$ cat src/logic/flash_status_pkg.sv
// Package: register map, field positions, reset values and carrier types
package flash_status_pkg;

    // Register word indices on the register port
    localparam logic [3:0] ADDR_STATUS_P0 = 4'h0;
    localparam logic [3:0] ADDR_STATUS_P1 = 4'h1;
    localparam logic [3:0] ADDR_STATUS_P2 = 4'h2;
    localparam logic [3:0] ADDR_STATUS_P3 = 4'h3;
    localparam logic [3:0] ADDR_EXT_STATUS = 4'h4;
    localparam logic [3:0] ADDR_PART_CONFIG = 4'h5;
    localparam logic [3:0] ADDR_CONTROL = 4'h6;

    // Status word bit positions
    localparam int SR_READY = 7;
    localparam int SR_ERASE_SUSP = 6;
    localparam int SR_ERASE_ERR = 5;
    localparam int SR_PROG_ERR = 4;
    localparam int SR_SUPPLY_LOW = 3;
    localparam int SR_PROG_SUSP = 2;
    localparam int SR_LOCK_VIOL = 1;

    // Extended status and configuration field positions
    localparam int XSR_PB_AVAIL = 7;
    localparam int PCR_FIELD_LSB = 8;
    localparam int PCR_FIELD_MSB = 10;

    // Control word bit: clear status flags of every partition
    localparam int CTRL_CLEAR_STATUS = 0;

    // Reset values
    localparam logic PB_AVAIL_RESET = 1'b1;
    localparam logic [2:0] PCR_RESET_BOTTOM = 3'h1;
    localparam logic [2:0] PCR_RESET_TOP = 3'h4;

    // Operation classes reported by the internal write controller
    typedef enum logic [2:0] {
        OP_ERASE,
        OP_FULL_ERASE,
        OP_PROGRAM,
        OP_PAGE_PROGRAM,
        OP_OTP_PROGRAM,
        OP_LOCK_CONFIG
    } op_kind_t;

    // One event from the internal write controller
    typedef struct packed {
        logic start;
        logic done;
        logic suspend;
        logic resume;
        logic seq_error;
        logic op_fail;
        logic supply_low;
        logic block_locked;
        logic [1:0] part;
        op_kind_t kind;
    } ctrl_event_t;

    // Plane to partition mapping produced by the configuration field
    typedef struct packed {
        logic [1:0] plane3;
        logic [1:0] plane2;
        logic [1:0] plane1;
        logic [1:0] plane0;
        logic [2:0] part_count;
        logic dual_work;
    } plane_map_t;

endpackage : flash_status_pkg

$ cat src/logic/flash_status_partition_regs.sv
// Per-partition status words, extended status and partition configuration
//
// Design decisions made here: the strobed register port and the register addresses.
`timescale 1ns/1ps
`default_nettype none

module flash_status_partition_regs #(
    parameter int NUM_PART = 4,
    parameter bit TOP_PARAM = 1'b0
) (
    input wire logic core_clk,
    input wire logic srst,
    input wire logic [3:0] reg_addr,
    input wire logic [15:0] reg_wdata,
    input wire logic reg_wr,
    input wire logic reg_rd,
    output logic [15:0] reg_rdata,
    input wire flash_status_pkg::ctrl_event_t ctrl_evt,
    input wire logic pb_opcode_seen,
    input wire logic pb_free,
    output logic [NUM_PART-1:0] partition_ready,
    output flash_status_pkg::plane_map_t plane_map
);

    // The address map and the mapping decode are built for four planes
    if (NUM_PART != 4) begin : g_bad_part
        $error("flash_status_partition_regs: NUM_PART must be 4");
    end

    ////////////////////////////////////////////////////////////////////////
    // Notes for integrators
    //
    // Register port
    // - Index 0 to 3 reads the status word of partitions 0 to 3.
    // - Index 4 reads the extended status word.
    // - Index 5 reads and writes the partition configuration word.
    // - Index 6 is write-only control; bit 0 set clears error flags.
    // - Any other index reads as zero and ignores writes.
    // - Read data appear one cycle after the read strobe, then return
    //   to zero, so a bus OR of several slaves stays clean.
    // - Writes to status and extended status words are dropped.
    // - A read and a write in the same cycle are not expected; the
    //   write still lands and the read still answers.
    //
    // Read multiplexer
    // - The word is chosen by index in the cycle of the strobe.
    // - Data are captured at that edge and shown for one cycle.
    // - Without a strobe the output is forced back to zero.
    //
    // Controller events
    // - Every event names a partition and an operation class.
    // - Start marks an accepted sequence; the partition goes busy.
    // - Done marks the end; the partition goes ready again.
    // - Failure is reported with done and picks the flag by class.
    // - Suspend and resume only touch the flag of their own class.
    // - Done also drops a stale suspend flag of its class.
    // - Resume wins over suspend if both arrive in one cycle.
    // - Start wins over done if both arrive in one cycle.
    //
    // Aborts at start
    // - Supply level is only looked at when a sequence starts.
    // - Word programs do not look at the supply level.
    // - Lock state is looked at for erase and program classes.
    // - An aborted start leaves the partition ready.
    // - Both abort reasons may be flagged by one start.
    //
    // Error flags
    // - Error flags are sticky until the clear command.
    // - A new error in the clear cycle survives the clear.
    // - A malformed sequence raises both erase and program errors.
    // - The clear acts on every partition at once.
    // - Ready and suspend flags are not touched by the clear.
    //
    // Hazards
    // - Ready is per partition; the shared write controller may be
    //   busy for another partition while this one reads ready.
    // - Software must not trust bits 6 to 1 while bit 7 is zero.
    // - Reserved bits read zero here, but software should still
    //   mask them, since later revisions may use them.
    // - Extended bit 7 reflects the last opcode attempt only; it
    //   does not follow the buffer level between attempts.
    // - Rejected attempts must be repeated to see a freed buffer.
    //
    // Partition configuration
    // - Only bits 10 to 8 are stored; the rest read zero.
    // - Reset loads the variant default chosen by TOP_PARAM.
    // - The plane map lags the field by one cycle, because it is
    //   decoded from the stored field and registered again.
    // - Partition ids count upward from plane 0.
    // - Code 000 puts all planes in partition 0, without dual work.
    // - Every other code allows dual work between partitions.
    // - Changing the field while operations run is not guarded;
    //   the array side must only honour it when all are ready.
    //
    // Reset
    // - Reset is synchronous and active high.
    // - After reset every status word reads ready with no flags.
    // - Extended status reads the buffer as available.
    // - The first access may follow in the first cycle out of reset.
    //
    // Timing
    // - No path here spans more than one flip-flop stage between
    //   a port and a register, apart from the read multiplexer and the plane map.
    // - All outputs come straight from flip-flops.
    // - There are no counters and no long waits in this block.
    //
    // Parameters
    // - NUM_PART must be 4; the map and decode assume four planes.
    // - TOP_PARAM selects the reset code of the configuration field.
    // - Other values of NUM_PART stop elaboration with an error.
    //
    // Limits
    // - Only one event is taken per cycle, for one partition.
    // - The block does not decode command opcodes itself.
    // - Lock state and supply level come in on the event word.
    // - No interrupt is raised; software polls the words.
    //
    // Field encoding of the status word
    // - Bit 7 ready, bit 6 erase suspended, bit 5 erase error.
    // - Bit 4 program error, bit 3 supply low, bit 2 program
    //   suspended, bit 1 locked block violation.
    // - Bit 0 and bits 15 to 8 are reserved and read zero.
    //
    // Extended status and configuration encoding
    // - Extended bit 7 holds page buffer availability.
    // - Configuration bits 10 to 8 hold the plane grouping field.
    // - All other bits of both words are reserved and read zero.

    ////////////////////////////////////////////////////////////////////////
    // Decode helpers

    // Expand a configuration code into the plane map
    function automatic flash_status_pkg::plane_map_t decode_planes(
        input logic [2:0] code
    );
        flash_status_pkg::plane_map_t m;
        m = '0;
        unique case (code)
            3'h0: begin
                m.part_count = 3'h1;
            end
            3'h1: begin
                m = '{plane3: 2'h1, plane2: 2'h1, plane1: 2'h1, plane0: 2'h0,
                      part_count: 3'h2, dual_work: 1'b1};
            end
            3'h2: begin
                m = '{plane3: 2'h1, plane2: 2'h1, plane1: 2'h0, plane0: 2'h0,
                      part_count: 3'h2, dual_work: 1'b1};
            end
            3'h4: begin
                m = '{plane3: 2'h1, plane2: 2'h0, plane1: 2'h0, plane0: 2'h0,
                      part_count: 3'h2, dual_work: 1'b1};
            end
            3'h3: begin
                m = '{plane3: 2'h2, plane2: 2'h2, plane1: 2'h1, plane0: 2'h0,
                      part_count: 3'h3, dual_work: 1'b1};
            end
            3'h6: begin
                m = '{plane3: 2'h2, plane2: 2'h1, plane1: 2'h0, plane0: 2'h0,
                      part_count: 3'h3, dual_work: 1'b1};
            end
            3'h5: begin
                m = '{plane3: 2'h2, plane2: 2'h1, plane1: 2'h1, plane0: 2'h0,
                      part_count: 3'h3, dual_work: 1'b1};
            end
            3'h7: begin
                m = '{plane3: 2'h3, plane2: 2'h2, plane1: 2'h1, plane0: 2'h0,
                      part_count: 3'h4, dual_work: 1'b1};
            end
        endcase
        return m;
    endfunction : decode_planes

    // Erase-class operations report into the erase flags
    function automatic logic is_erase(input flash_status_pkg::op_kind_t k);
        return (k == flash_status_pkg::OP_ERASE) || (k == flash_status_pkg::OP_FULL_ERASE);
    endfunction : is_erase

    // Program-class operations report into the program flags
    function automatic logic is_program(input flash_status_pkg::op_kind_t k);
        return (k == flash_status_pkg::OP_PROGRAM) || (k == flash_status_pkg::OP_PAGE_PROGRAM)
            || (k == flash_status_pkg::OP_OTP_PROGRAM);
    endfunction : is_program

    // Operations at whose start the supply level is interrogated
    function automatic logic checks_supply(input flash_status_pkg::op_kind_t k);
        return is_erase(k) || (k == flash_status_pkg::OP_PAGE_PROGRAM)
            || (k == flash_status_pkg::OP_OTP_PROGRAM);
    endfunction : checks_supply

    ////////////////////////////////////////////////////////////////////////
    // Register port strobes

    logic clear_req;
    logic pcr_wr;
    logic [2:0] pcr_field_r;
    logic pb_avail_r;
    logic [15:0] status_word [NUM_PART];

    // Dedicated clear command and configuration write
    assign clear_req = reg_wr && (reg_addr == flash_status_pkg::ADDR_CONTROL)
        && reg_wdata[flash_status_pkg::CTRL_CLEAR_STATUS];
    assign pcr_wr = reg_wr && (reg_addr == flash_status_pkg::ADDR_PART_CONFIG);

    ////////////////////////////////////////////////////////////////////////
    // Per-partition status words

    for (genvar p = 0; p < NUM_PART; p++) begin : g_part
        logic hit;
        logic ready_r;
        logic erase_susp_r;
        logic erase_err_r;
        logic prog_err_r;
        logic supply_low_r;
        logic prog_susp_r;
        logic lock_viol_r;
        logic abort_supply;
        logic abort_lock;
        logic set_erase_err;
        logic set_prog_err;

        assign hit = (ctrl_evt.part == 2'(p));
        // Supply and lock are interrogated only when a sequence starts
        assign abort_supply = hit && ctrl_evt.start && checks_supply(ctrl_evt.kind)
            && ctrl_evt.supply_low;
        assign abort_lock = hit && ctrl_evt.start
            && (is_erase(ctrl_evt.kind) || is_program(ctrl_evt.kind))
            && ctrl_evt.block_locked;
        // Failure at completion, or a malformed sequence, raises error flags
        assign set_erase_err = hit && ((ctrl_evt.done && ctrl_evt.op_fail
            && is_erase(ctrl_evt.kind)) || ctrl_evt.seq_error);
        assign set_prog_err = hit && ((ctrl_evt.done && ctrl_evt.op_fail
            && is_program(ctrl_evt.kind)) || ctrl_evt.seq_error);

        // Ready clears on an accepted start, sets on completion; an aborted start leaves it unchanged
        always_ff @(posedge core_clk) begin
            if (srst) begin
                ready_r <= 1'b1;
            end else if (hit && ctrl_evt.start && !abort_supply && !abort_lock) begin
                ready_r <= 1'b0;
            end else if (hit && ctrl_evt.done) begin
                ready_r <= 1'b1;
            end
        end

        // Suspend flags follow suspend and resume of the running operation
        always_ff @(posedge core_clk) begin
            if (srst) begin
                erase_susp_r <= 1'b0;
                prog_susp_r <= 1'b0;
            end else if (hit && (ctrl_evt.resume || ctrl_evt.done)) begin
                if (is_erase(ctrl_evt.kind)) begin
                    erase_susp_r <= 1'b0;
                end
                if (is_program(ctrl_evt.kind)) begin
                    prog_susp_r <= 1'b0;
                end
            end else if (hit && ctrl_evt.suspend) begin
                if (is_erase(ctrl_evt.kind)) begin
                    erase_susp_r <= 1'b1;
                end
                if (is_program(ctrl_evt.kind)) begin
                    prog_susp_r <= 1'b1;
                end
            end
        end

        // Sticky error flags; a set in the clear cycle wins
        always_ff @(posedge core_clk) begin
            if (srst) begin
                erase_err_r <= 1'b0;
                prog_err_r <= 1'b0;
                supply_low_r <= 1'b0;
                lock_viol_r <= 1'b0;
            end else begin
                erase_err_r <= set_erase_err || (erase_err_r && !clear_req);
                prog_err_r <= set_prog_err || (prog_err_r && !clear_req);
                supply_low_r <= abort_supply || (supply_low_r && !clear_req);
                lock_viol_r <= abort_lock || (lock_viol_r && !clear_req);
            end
        end

        // Assemble the word; reserved bits are zero
        always_comb begin
            status_word[p] = 16'h0000;
            status_word[p][flash_status_pkg::SR_READY] = ready_r;
            status_word[p][flash_status_pkg::SR_ERASE_SUSP] = erase_susp_r;
            status_word[p][flash_status_pkg::SR_ERASE_ERR] = erase_err_r;
            status_word[p][flash_status_pkg::SR_PROG_ERR] = prog_err_r;
            status_word[p][flash_status_pkg::SR_SUPPLY_LOW] = supply_low_r;
            status_word[p][flash_status_pkg::SR_PROG_SUSP] = prog_susp_r;
            status_word[p][flash_status_pkg::SR_LOCK_VIOL] = lock_viol_r;
        end

        assign partition_ready[p] = ready_r;
    end

    ////////////////////////////////////////////////////////////////////////
    // Extended status: page buffer availability

    // Latched on each page program opcode, accepted when the buffer is free
    always_ff @(posedge core_clk) begin
        if (srst) begin
            pb_avail_r <= flash_status_pkg::PB_AVAIL_RESET;
        end else if (pb_opcode_seen) begin
            pb_avail_r <= pb_free;
        end
    end

    ////////////////////////////////////////////////////////////////////////
    // Partition configuration

    // Field loads the variant default at reset, software may rewrite it
    always_ff @(posedge core_clk) begin
        if (srst) begin
            pcr_field_r <= TOP_PARAM ? flash_status_pkg::PCR_RESET_TOP
                                     : flash_status_pkg::PCR_RESET_BOTTOM;
        end else if (pcr_wr) begin
            pcr_field_r <= reg_wdata[flash_status_pkg::PCR_FIELD_MSB:
                                     flash_status_pkg::PCR_FIELD_LSB];
        end
    end

    // Registered plane map for the array side
    always_ff @(posedge core_clk) begin
        if (srst) begin
            plane_map <= decode_planes(TOP_PARAM ? flash_status_pkg::PCR_RESET_TOP
                                                 : flash_status_pkg::PCR_RESET_BOTTOM);
        end else begin
            plane_map <= decode_planes(pcr_field_r);
        end
    end

    ////////////////////////////////////////////////////////////////////////
    // Read data: valid only in the cycle after the read strobe

    always_ff @(posedge core_clk) begin
        if (srst || !reg_rd) begin
            reg_rdata <= 16'h0000;
        end else begin
            unique case (reg_addr)
                flash_status_pkg::ADDR_STATUS_P0: reg_rdata <= status_word[0];
                flash_status_pkg::ADDR_STATUS_P1: reg_rdata <= status_word[1];
                flash_status_pkg::ADDR_STATUS_P2: reg_rdata <= status_word[2];
                flash_status_pkg::ADDR_STATUS_P3: reg_rdata <= status_word[3];
                flash_status_pkg::ADDR_EXT_STATUS: begin
                    reg_rdata <= {8'h00, pb_avail_r, 7'h00};
                end
                flash_status_pkg::ADDR_PART_CONFIG: begin
                    reg_rdata <= {5'h00, pcr_field_r, 8'h00};
                end
                default: reg_rdata <= 16'h0000;
            endcase
        end
    end

endmodule : flash_status_partition_regs

`default_nettype wire

$ cat config.mk
export PLATFORM = sky130hd
export DESIGN_NAME = flash_status_partition_regs
export DESIGN_NICKNAME = d
export VERILOG_FILES = /design/src/logic/flash_status_pkg.sv /design/src/logic/flash_status_partition_regs.sv
export SDC_FILE = /design/constraint.sdc
export NUM_CORES = 1
export LEC_CHECK = 0
export BUFFER_PORTS_ARGS = -buffer_cell sky130_fd_sc_hd__buf_4
export CORE_ASPECT_RATIO = 1.25
export CORE_MARGIN = 1
export CORE_UTILIZATION = 45
export CTS_BUF_LIST = sky130_fd_sc_hd__clkbuf_16
export DETAILED_ROUTE_END_ITERATION = 8
export GPL_ROUTABILITY_DRIVEN = 0
export PLACE_DENSITY = 0.82
export SETUP_SLACK_MARGIN = 0.02
export SYNTH_ARGS = -nofsm -noshare
export SYNTH_HDL_FRONTEND = slang
export SYNTH_SLANG_ARGS = --single-unit
$ cat constraint.sdc
create_clock -name core_clk -period 1.65 [get_ports core_clk]
set_input_delay 0.0825 -clock core_clk [delete_from_list [all_inputs] [get_ports core_clk]]
set_output_delay 0.0825 -clock core_clk [all_outputs]
set_load 0.03 [all_outputs]
==> results.md, run 1 <==
- Status: complete, no violations
- Synthesized area: roughly 0.0023 mm2
- Max incr delay on CP: roughly 0.45 ns
- Setup CP Type: reg2reg
- GRT met1 Usage: between 20% and 30%
- Reg2Reg Depth: 4
- Final HPWL DP: 3580 um
- Synth unique cells: between 40 and 50
- TritonCTS buffer count: 5
- Switching power: between 600 and 700 uW
- CTS tree: done
- Synth warn: 0
- RSZ-0062 raised after global routing: no
- Slew @ Worst Pin: between 0.5 and 0.6 ns
- GR peak layer: met2
- Pint: between 2000 and 2500 uW
- Largest area contributor in the netlist: dfxtp_1
- Clock skew: 0.00631 ns
- Remaining routing DRC violations: 0
- Crit Path Max Fanout: 7
- Core ar.: around 0.0048 mm2
- WP depth: 4
- Fin nets: between 300 and 400
- Initial antenna violation count: 0
- Number of diodes: 0
- Fill cells: ~430
- Clk network pwr share: a little over two fifths
- Most common cell in the netlist: dfxtp_1
- Clk Latency, worst-skew pair: a little under 0.3 ns
- Switch share: 23.9%
- Max Buffers Root-to-Sink: 2
- Pre-CTS setup slack: 0.0587 ns
- Top cells by instance count after synthesis: 51 x dfxtp_1, 24 x nor2_1, 20 x a21oi_1
- Max Freq: about 660 MHz
- VDD IR-drop max: between 0.5 and 0.6 mV
- Routed length per instance: roughly 15 um
- Buf/Inv on CP: 0
- LEAKAGE: roughly 0.0011 uW
- Vias in the first global route: about 1800
- Post-DR vias/cell: about 5.5
- GRT overflow: 0
- Effective utilization at floorplan: between 40% and 50%
- Sequential-to-total area share from yosys stat: between 40% and 50%
- Final Hold Fails: 0
- Critical path cell sequence: fa_2 > nand2b_1 > or2_2 > a21o_1
- Tmin final: around 1.5 ns
- DRT Pass-1 Iters: 4
- First-pass GRT wire length: slightly above 8000 um
- Synth Area per Inst: about 9.2 um2
- Max transition margin: around two thirds
- Max_cap viols: 0
- CP max-delay cell: fa_2
- Synth-to-Final Area Change: 23.6%
- Ys flop type: dfxtp_1
- Crit path max-delay family: simple AND/OR/NAND/NOR gates
- Largest net degree at the start of global routing: 41
- CTS Sinks: 51
- Die height: roughly 82 um
- Data arrival, critical path: between 1.5 and 2 ns
- Clk root buf: clkbuf_16
- Htree depth: 2
- Post-DRT Antenna Nets: 0
- Startpoint types: flip-flop
- Setup TNS Final: 0 ns
- GRT Total Usage: approximately a fifth
- Slew Limit Fails: 0
- Routed vias: around 2000
- Rows: 28
- Die area: between 0.005 and 0.006 mm2
- Die X-Extent: ~66 um
- Fin crit share: about 92%
- Port Buf Inserts: between 40 and 50
- Share of the synthesized area in the top cell type: ~44%
- Worst Slack Setup Final: 0.130 ns
- GRT met2 Usage: around a third
- Worst hold path depth: 2
- Cells after synthesis: about 250
- Synth area leaders: dfxtp_1 44%, a22oi_1 6.2%, a21oi_1 4.4%
- Layout cells sized above 1: 28.4%
- Ports: 71
- WP data required: between 1.5 and 2 ns
- Tightest Hold Check Type: in2reg
- Final Setup Violations: 0
- Initial DRC count: 180
- Comb power frac: a little under an eighth
- Power Density: 977 mW/mm2
- Flop pwr share: between 40% and 50%
- Detailed Route WL: between 5000 and 6000 um
- Worst-path clk slew: about 0.070 ns
- Seq cells post-synth: 51
- Critical path endpoint category: flip-flop
- Asr flop ratio synth: 0%
- Grt met3 use: between 4 and 5%
- Number of synthesized flops with an enable pin: 0
-- per-layer routing --
metal,share of wire [%],wire [um],up-vias
met5,0,0,-
met4,1.9,101,0
met3,6.9,366,9
met2,49,2610,80
met1,42,2220,915
li1,-,-,963
-- path summary, 6_finish.rpt --
kind | start | to | slack [ns]
worst min-delay path | pb_opcode_seen | pb_avail_r$_SDFFE_PP1P_ | 0.01
worst max register to register | pcr_field_r[0]$_SDFFE_PP1P_ | plane_map[2]$_SDFF_PP1_ | 0.13
worst min register to register | g_part[2].prog_err_r$_SDFF_PP0_ | g_part[2].prog_err_r$_SDFF_PP0_ | 0.45
worst max-delay path | pcr_field_r[0]$_SDFFE_PP1P_ | plane_map[2]$_SDFF_PP1_ | 0.13
-- power by group through the flow --
stage	logic [uW]	registers, uW	clock network [uW]
6_report	323	1280	1170
5_1_grt	347	1280	1220
3_3_place_gp	307	1310	0
2_1_floorplan	206	1320	0
4_1_cts	321	1280	1180
3_5_place_dp	314	1310	0
-- layout make-up --
cell class                 instances  area (um2)  area share [%]
multi-input combinational        177        1130            39.7
clock buffer                       5         125            4.40
tap                               60        75.1            2.64
inverter                           2        7.51           0.264
sequential                        51        1020            35.9
timing repair buffer              58         440            15.5
clock inverter                     3        43.8            1.54
-- logic make-up (layout without fill, tap and decap cells) --
family / Yosys count / in the layout / share of synthesized area [%]
AOI/OAI and AO/OA: 81 / 81 / 23.4
and+or+nand+nor: 74 / 74 / 17.7
DFF: 51 / 51 / 44.4
buffers and inverters: 31 / 68 / 7.94
muxes: 10 / 10 / 4.79
xor gates and xnor gates: 2 / 2 / 0.762
adders and majority gates: 1 / 1 / 0.871
other: 1 / 9 / 0.163
-- timing repair --
action / 4_1_cts / 5_1_grt
endpoints found under the hold margin: 2 / 0
hold buffers: 2 / 0
resized for setup: 0 / 1
buffers inserted: 0 / 0
setup endpoints to repair: 0 / 1
-- through the flow --
stage,hold WS [ns],power [uW],cells,util (%),area [um2]
floorplan,0.200,1520,259,-,2330
finish,0.0143,2780,356,58.8,2840
CTS,0.0150,2780,356,58.7,2840
global placement,0.277,1620,346,54.8,2650
global route,0.0125,2860,356,58.8,2840
detailed placement,0.277,1620,346,54.8,2650
-- layout by cell type, fill, tap and decap left out, types with 3 or more instances in the layout --
| cell type | count |
|---|---|
| clkbuf_16 | 5 |
| nor2_1 | 24 |
| conb_1 | 9 |
| nand2_1 | 13 |
| a21oi_1 | 20 |
| nor2b_1 | 9 |
| a211oi_1 | 12 |
| a31oi_1 | 5 |
| o21ai_0 | 9 |
| nand2b_1 | 3 |
| a21o_1 | 3 |
| mux2_2 | 8 |
| a22oi_1 | 19 |
| o21bai_1 | 4 |
| dfxtp_1 | 51 |
| buf_4 | 56 |
| and2_1 | 7 |
-- worst reg2reg max path, cell delays in order (launching register included) --
cell and delay [ns]:
dfxtp_1 0.34, fa_2 0.45, nand2b_1 0.20, or2_2 0.28, a21o_1 0.15
-- state kept, by name, summed over array words and instances, names as in the netlist --
name,flops
reg_rdata,10
plane_map,9
g_part.erase_err_r,4
g_part.erase_susp_r,4
g_part.lock_viol_r,4
g_part.prog_err_r,4
g_part.prog_susp_r,4
g_part.ready_r,4
g_part.supply_low_r,4
pcr_field_r,3
pb_avail_r,1
(Power assumes the default switching activity.)
==> inputs of run 2 (changes only) <==
--- a/config.mk
+++ b/config.mk
@@ -14,4 +14,4 @@
 export GPL_ROUTABILITY_DRIVEN = 0
-export PLACE_DENSITY = 0.82
-export SETUP_SLACK_MARGIN = 0.02
+export PLACE_DENSITY = 0.72
+export SETUP_SLACK_MARGIN = 0.3
 export SYNTH_ARGS = -nofsm -noshare
==> constraint.sdc (replaced) <==
create_clock -name core_clk -period 1.65 [get_ports core_clk]
set_input_delay 0.2475 -clock core_clk [delete_from_list [all_inputs] [get_ports core_clk]]
set_output_delay 0.2475 -clock core_clk [all_outputs]
set_load 0.03 [all_outputs]
==> run 2 against run 1 <==
Effect of this change: sequential power barely moved; routed wire length fell by 4.1%; core utilization fell by 0.57 points; final cell count fell by 0.56%; combinational power fell by 2%; global-route usage fell by 0.26 points; critical path depth did not move; clock skew fell by 0.0021 ns; non-clock buffer count did not move; critical path type unchanged.
==> results.md, run 2 (synthesized netlist as in run 1, its figures left out) <==
- Initial DRC count: between 150 and 200
- Cts hold-fix bufs: 0
- Switching power: 596 uW
- FF-to-FF Start: pcr_field_r[2]$_SDFFE_PP0P_
- Biggest register: reg_rdata
- Post-Layout Cell Count: roughly 350
- Metal3 WL: 218 um
- VDD IR-drop max: ~0.50 mV
- Final Setup Violations: 0
- Top sig layer: met4
- Max reg flops: 10
- Initial antenna violation count: 0
- Startpoint types: flip-flop
- Routed length per instance: approximately 14 um
- Comb power frac: about an eighth
- Data arrival, critical path: 1.60 ns
- Clk network pwr share: between 30% and 40%
- Top Registers: reg_rdata: 10 flops, plane_map: 9 flops
- Hold Path Sink: pb_avail_r$_SDFFE_PP1P_
- Power Density: ~900 mW/mm2
- Synth-to-Final Area Change: 22.4%
- Die area: around 0.0054 mm2
- Final Hold Fails: 0
- Ports: 71
- Layout cells sized above 1: between 20 and 30%
- Slew @ Worst Pin: around 0.59 ns
- Final HPWL DP: approximately 3700 um
- Setup CP Type: reg2reg
- Slew Limit Fails: 0
- RSZ-0062 raised after global routing: yes
- Vias in the first global route: about 1700
- Tmin final: ~1.4 ns
- Critical path endpoint category: flip-flop
- LEAKAGE: around 0.0011 uW
- Pint: between 1500 and 2000 uW
- Port Buf Inserts: between 40 and 50
- Remaining routing DRC violations: 0
- Hold Crit Start: pb_free
- Flop pwr share: about half
- Post-DRT Antenna Nets: 0
- Htree depth: 2
- Setup TNS Final: 0 ns
- DRT Pass-1 Iters: 4
- Largest net degree at the start of global routing: 28
- Worst Hold Slack: approximately 0.17 ns
- First-pass GRT wire length: approximately 8100 um
- Worst hold path depth: 2
- CTS Sinks: 51
- Switch share: a little under a quarter
- Fin nets: 335
- Rows: 28
- Status: complete, no violations
- Reg-to-reg endpoint: plane_map[2]$_SDFF_PP1_
- Clock skew: roughly 0.0042 ns
- GRT Total Usage: 20.0%
- Detailed Route WL: 5090 um
- WP data required: ~1.8 ns
- GRT overflow: 0
- Commonest non-fill, non-tap cell in the layout: buf_4
- Core ar.: a little under 0.005 mm2
- Number of diodes: 0
- Tightest Hold Check Type: in2reg
- Crit Path Max Fanout: 7
- Worst-path clk slew: 0.06 ns
- Effective utilization at floorplan: 47.6%
- Max_cap viols: 0
- Clk root buf: clkbuf_16
- Clk Latency, worst-skew pair: 0.28 ns
- Post-DR vias/cell: approximately 5.4
- Die X-Extent: 65.9 um
- R2R Setup Slk: approximately 0.23 ns
- Routed wl met2: 2440 um
- Max Buffers Root-to-Sink: 2
- Reg2Reg Depth: 4
- TritonCTS buffer count: 5
- Placed Cells: approximately 350
- Max Freq: 703 MHz
- Commonest non-fill, non-tap cells in the layout: 58 x buf_4, 49 x dfxtp_1, 24 x nor2_1, 20 x a21oi_1, 19 x a22oi_1
- CTS tree: done
- Die height: just over 80 um
- Routed vias: roughly 1900
- DRT met1 WL: 2370 um
- Max transition margin: 60.7%
- Fin crit share: roughly 86%
==> run 2: cell types whose count changed in the layout (fill, tap and decap cells not counted), sizes merged <==
cell	previous run	this run
buf	56	58
clkinv	2	0
bufinv	1	0
dlygate4sd3	2	0
inv	2	3
==> run 2: worst max-delay path by stage <==
stage                                      startpoint                       to  slack, ns  depth (start not counted)
after detailed placement  pcr_field_r[1]$_SDFFE_PP0P_  plane_map[2]$_SDFF_PP1_       0.15                          5
final                     pcr_field_r[2]$_SDFFE_PP0P_  plane_map[2]$_SDFF_PP1_       0.23                          4
after global routing      pcr_field_r[2]$_SDFFE_PP0P_  plane_map[2]$_SDFF_PP1_       0.15                          5
after floorplan           pcr_field_r[1]$_SDFFE_PP0P_  plane_map[2]$_SDFF_PP1_       0.28                          4
after global placement    pcr_field_r[1]$_SDFFE_PP0P_  plane_map[2]$_SDFF_PP1_       0.17                          5
after CTS                 pcr_field_r[2]$_SDFFE_PP0P_  plane_map[2]$_SDFF_PP1_       0.23                          5
==> run 2: routing by layer <==
metal  vias to the layer above  track usage (%)
li1                        959                -
met1                       896             25.7
met2                        58             32.9
met3                         6             4.03
met4                         0             7.66
met5                         -                0
==> run 2: what timing repair did <==
item / in CTS / in global routing
cloned: 0 / 0
endpoints found under the setup margin: 3 / 4
resized for setup: 4 / 0
setup buffers: 2 / 0
pin swaps: 1 / 0
endpoints found under the hold margin: 0 / 0
==> run 2: area by class of cell <==
class                      instances  area (um2)
timing repair buffer              58         435
clock inverter                     1        3.75
multi-input combinational        177        1140
fill                             457        2020
tap                               60        75.1
sequential                        51        1030
inverter                           2        7.51
clock buffer                       5         125
==> run 2: per-stage QoR <==
| stage | power [uW] | area (um2) | setup slack, ns | utilization [%] |
|---|---|---|---|---|
| final | 2530 | 2810 | 0.228 | 58.2 |
| after global routing | 2630 | 2810 | 0.151 | 58.2 |
| after CTS | 2550 | 2810 | 0.230 | 58.2 |
| after detailed placement | 1630 | 2660 | 0.151 | 55.1 |
| after global placement | 1620 | 2660 | 0.171 | 55.1 |
| after floorplan | 1520 | 2340 | 0.282 | - |
==> run 2: power by group through the flow <==
stage / registers, uW / clock network (uW) / logic, uW
global placement: 1310 / 0 / 311
floorplan: 1320 / 0 / 207
CTS: 1280 / 950 / 318
finish: 1280 / 931 / 317
detailed placement: 1310 / 0 / 315
global route: 1280 / 1000 / 346
==> run 2: critical path, stage by stage, from the launching register on <==
cell	delay (ns)
dfxtp_2	0.33
fa_2	0.43
nand2b_4	0.17
or2_4	0.22
a21o_1	0.17
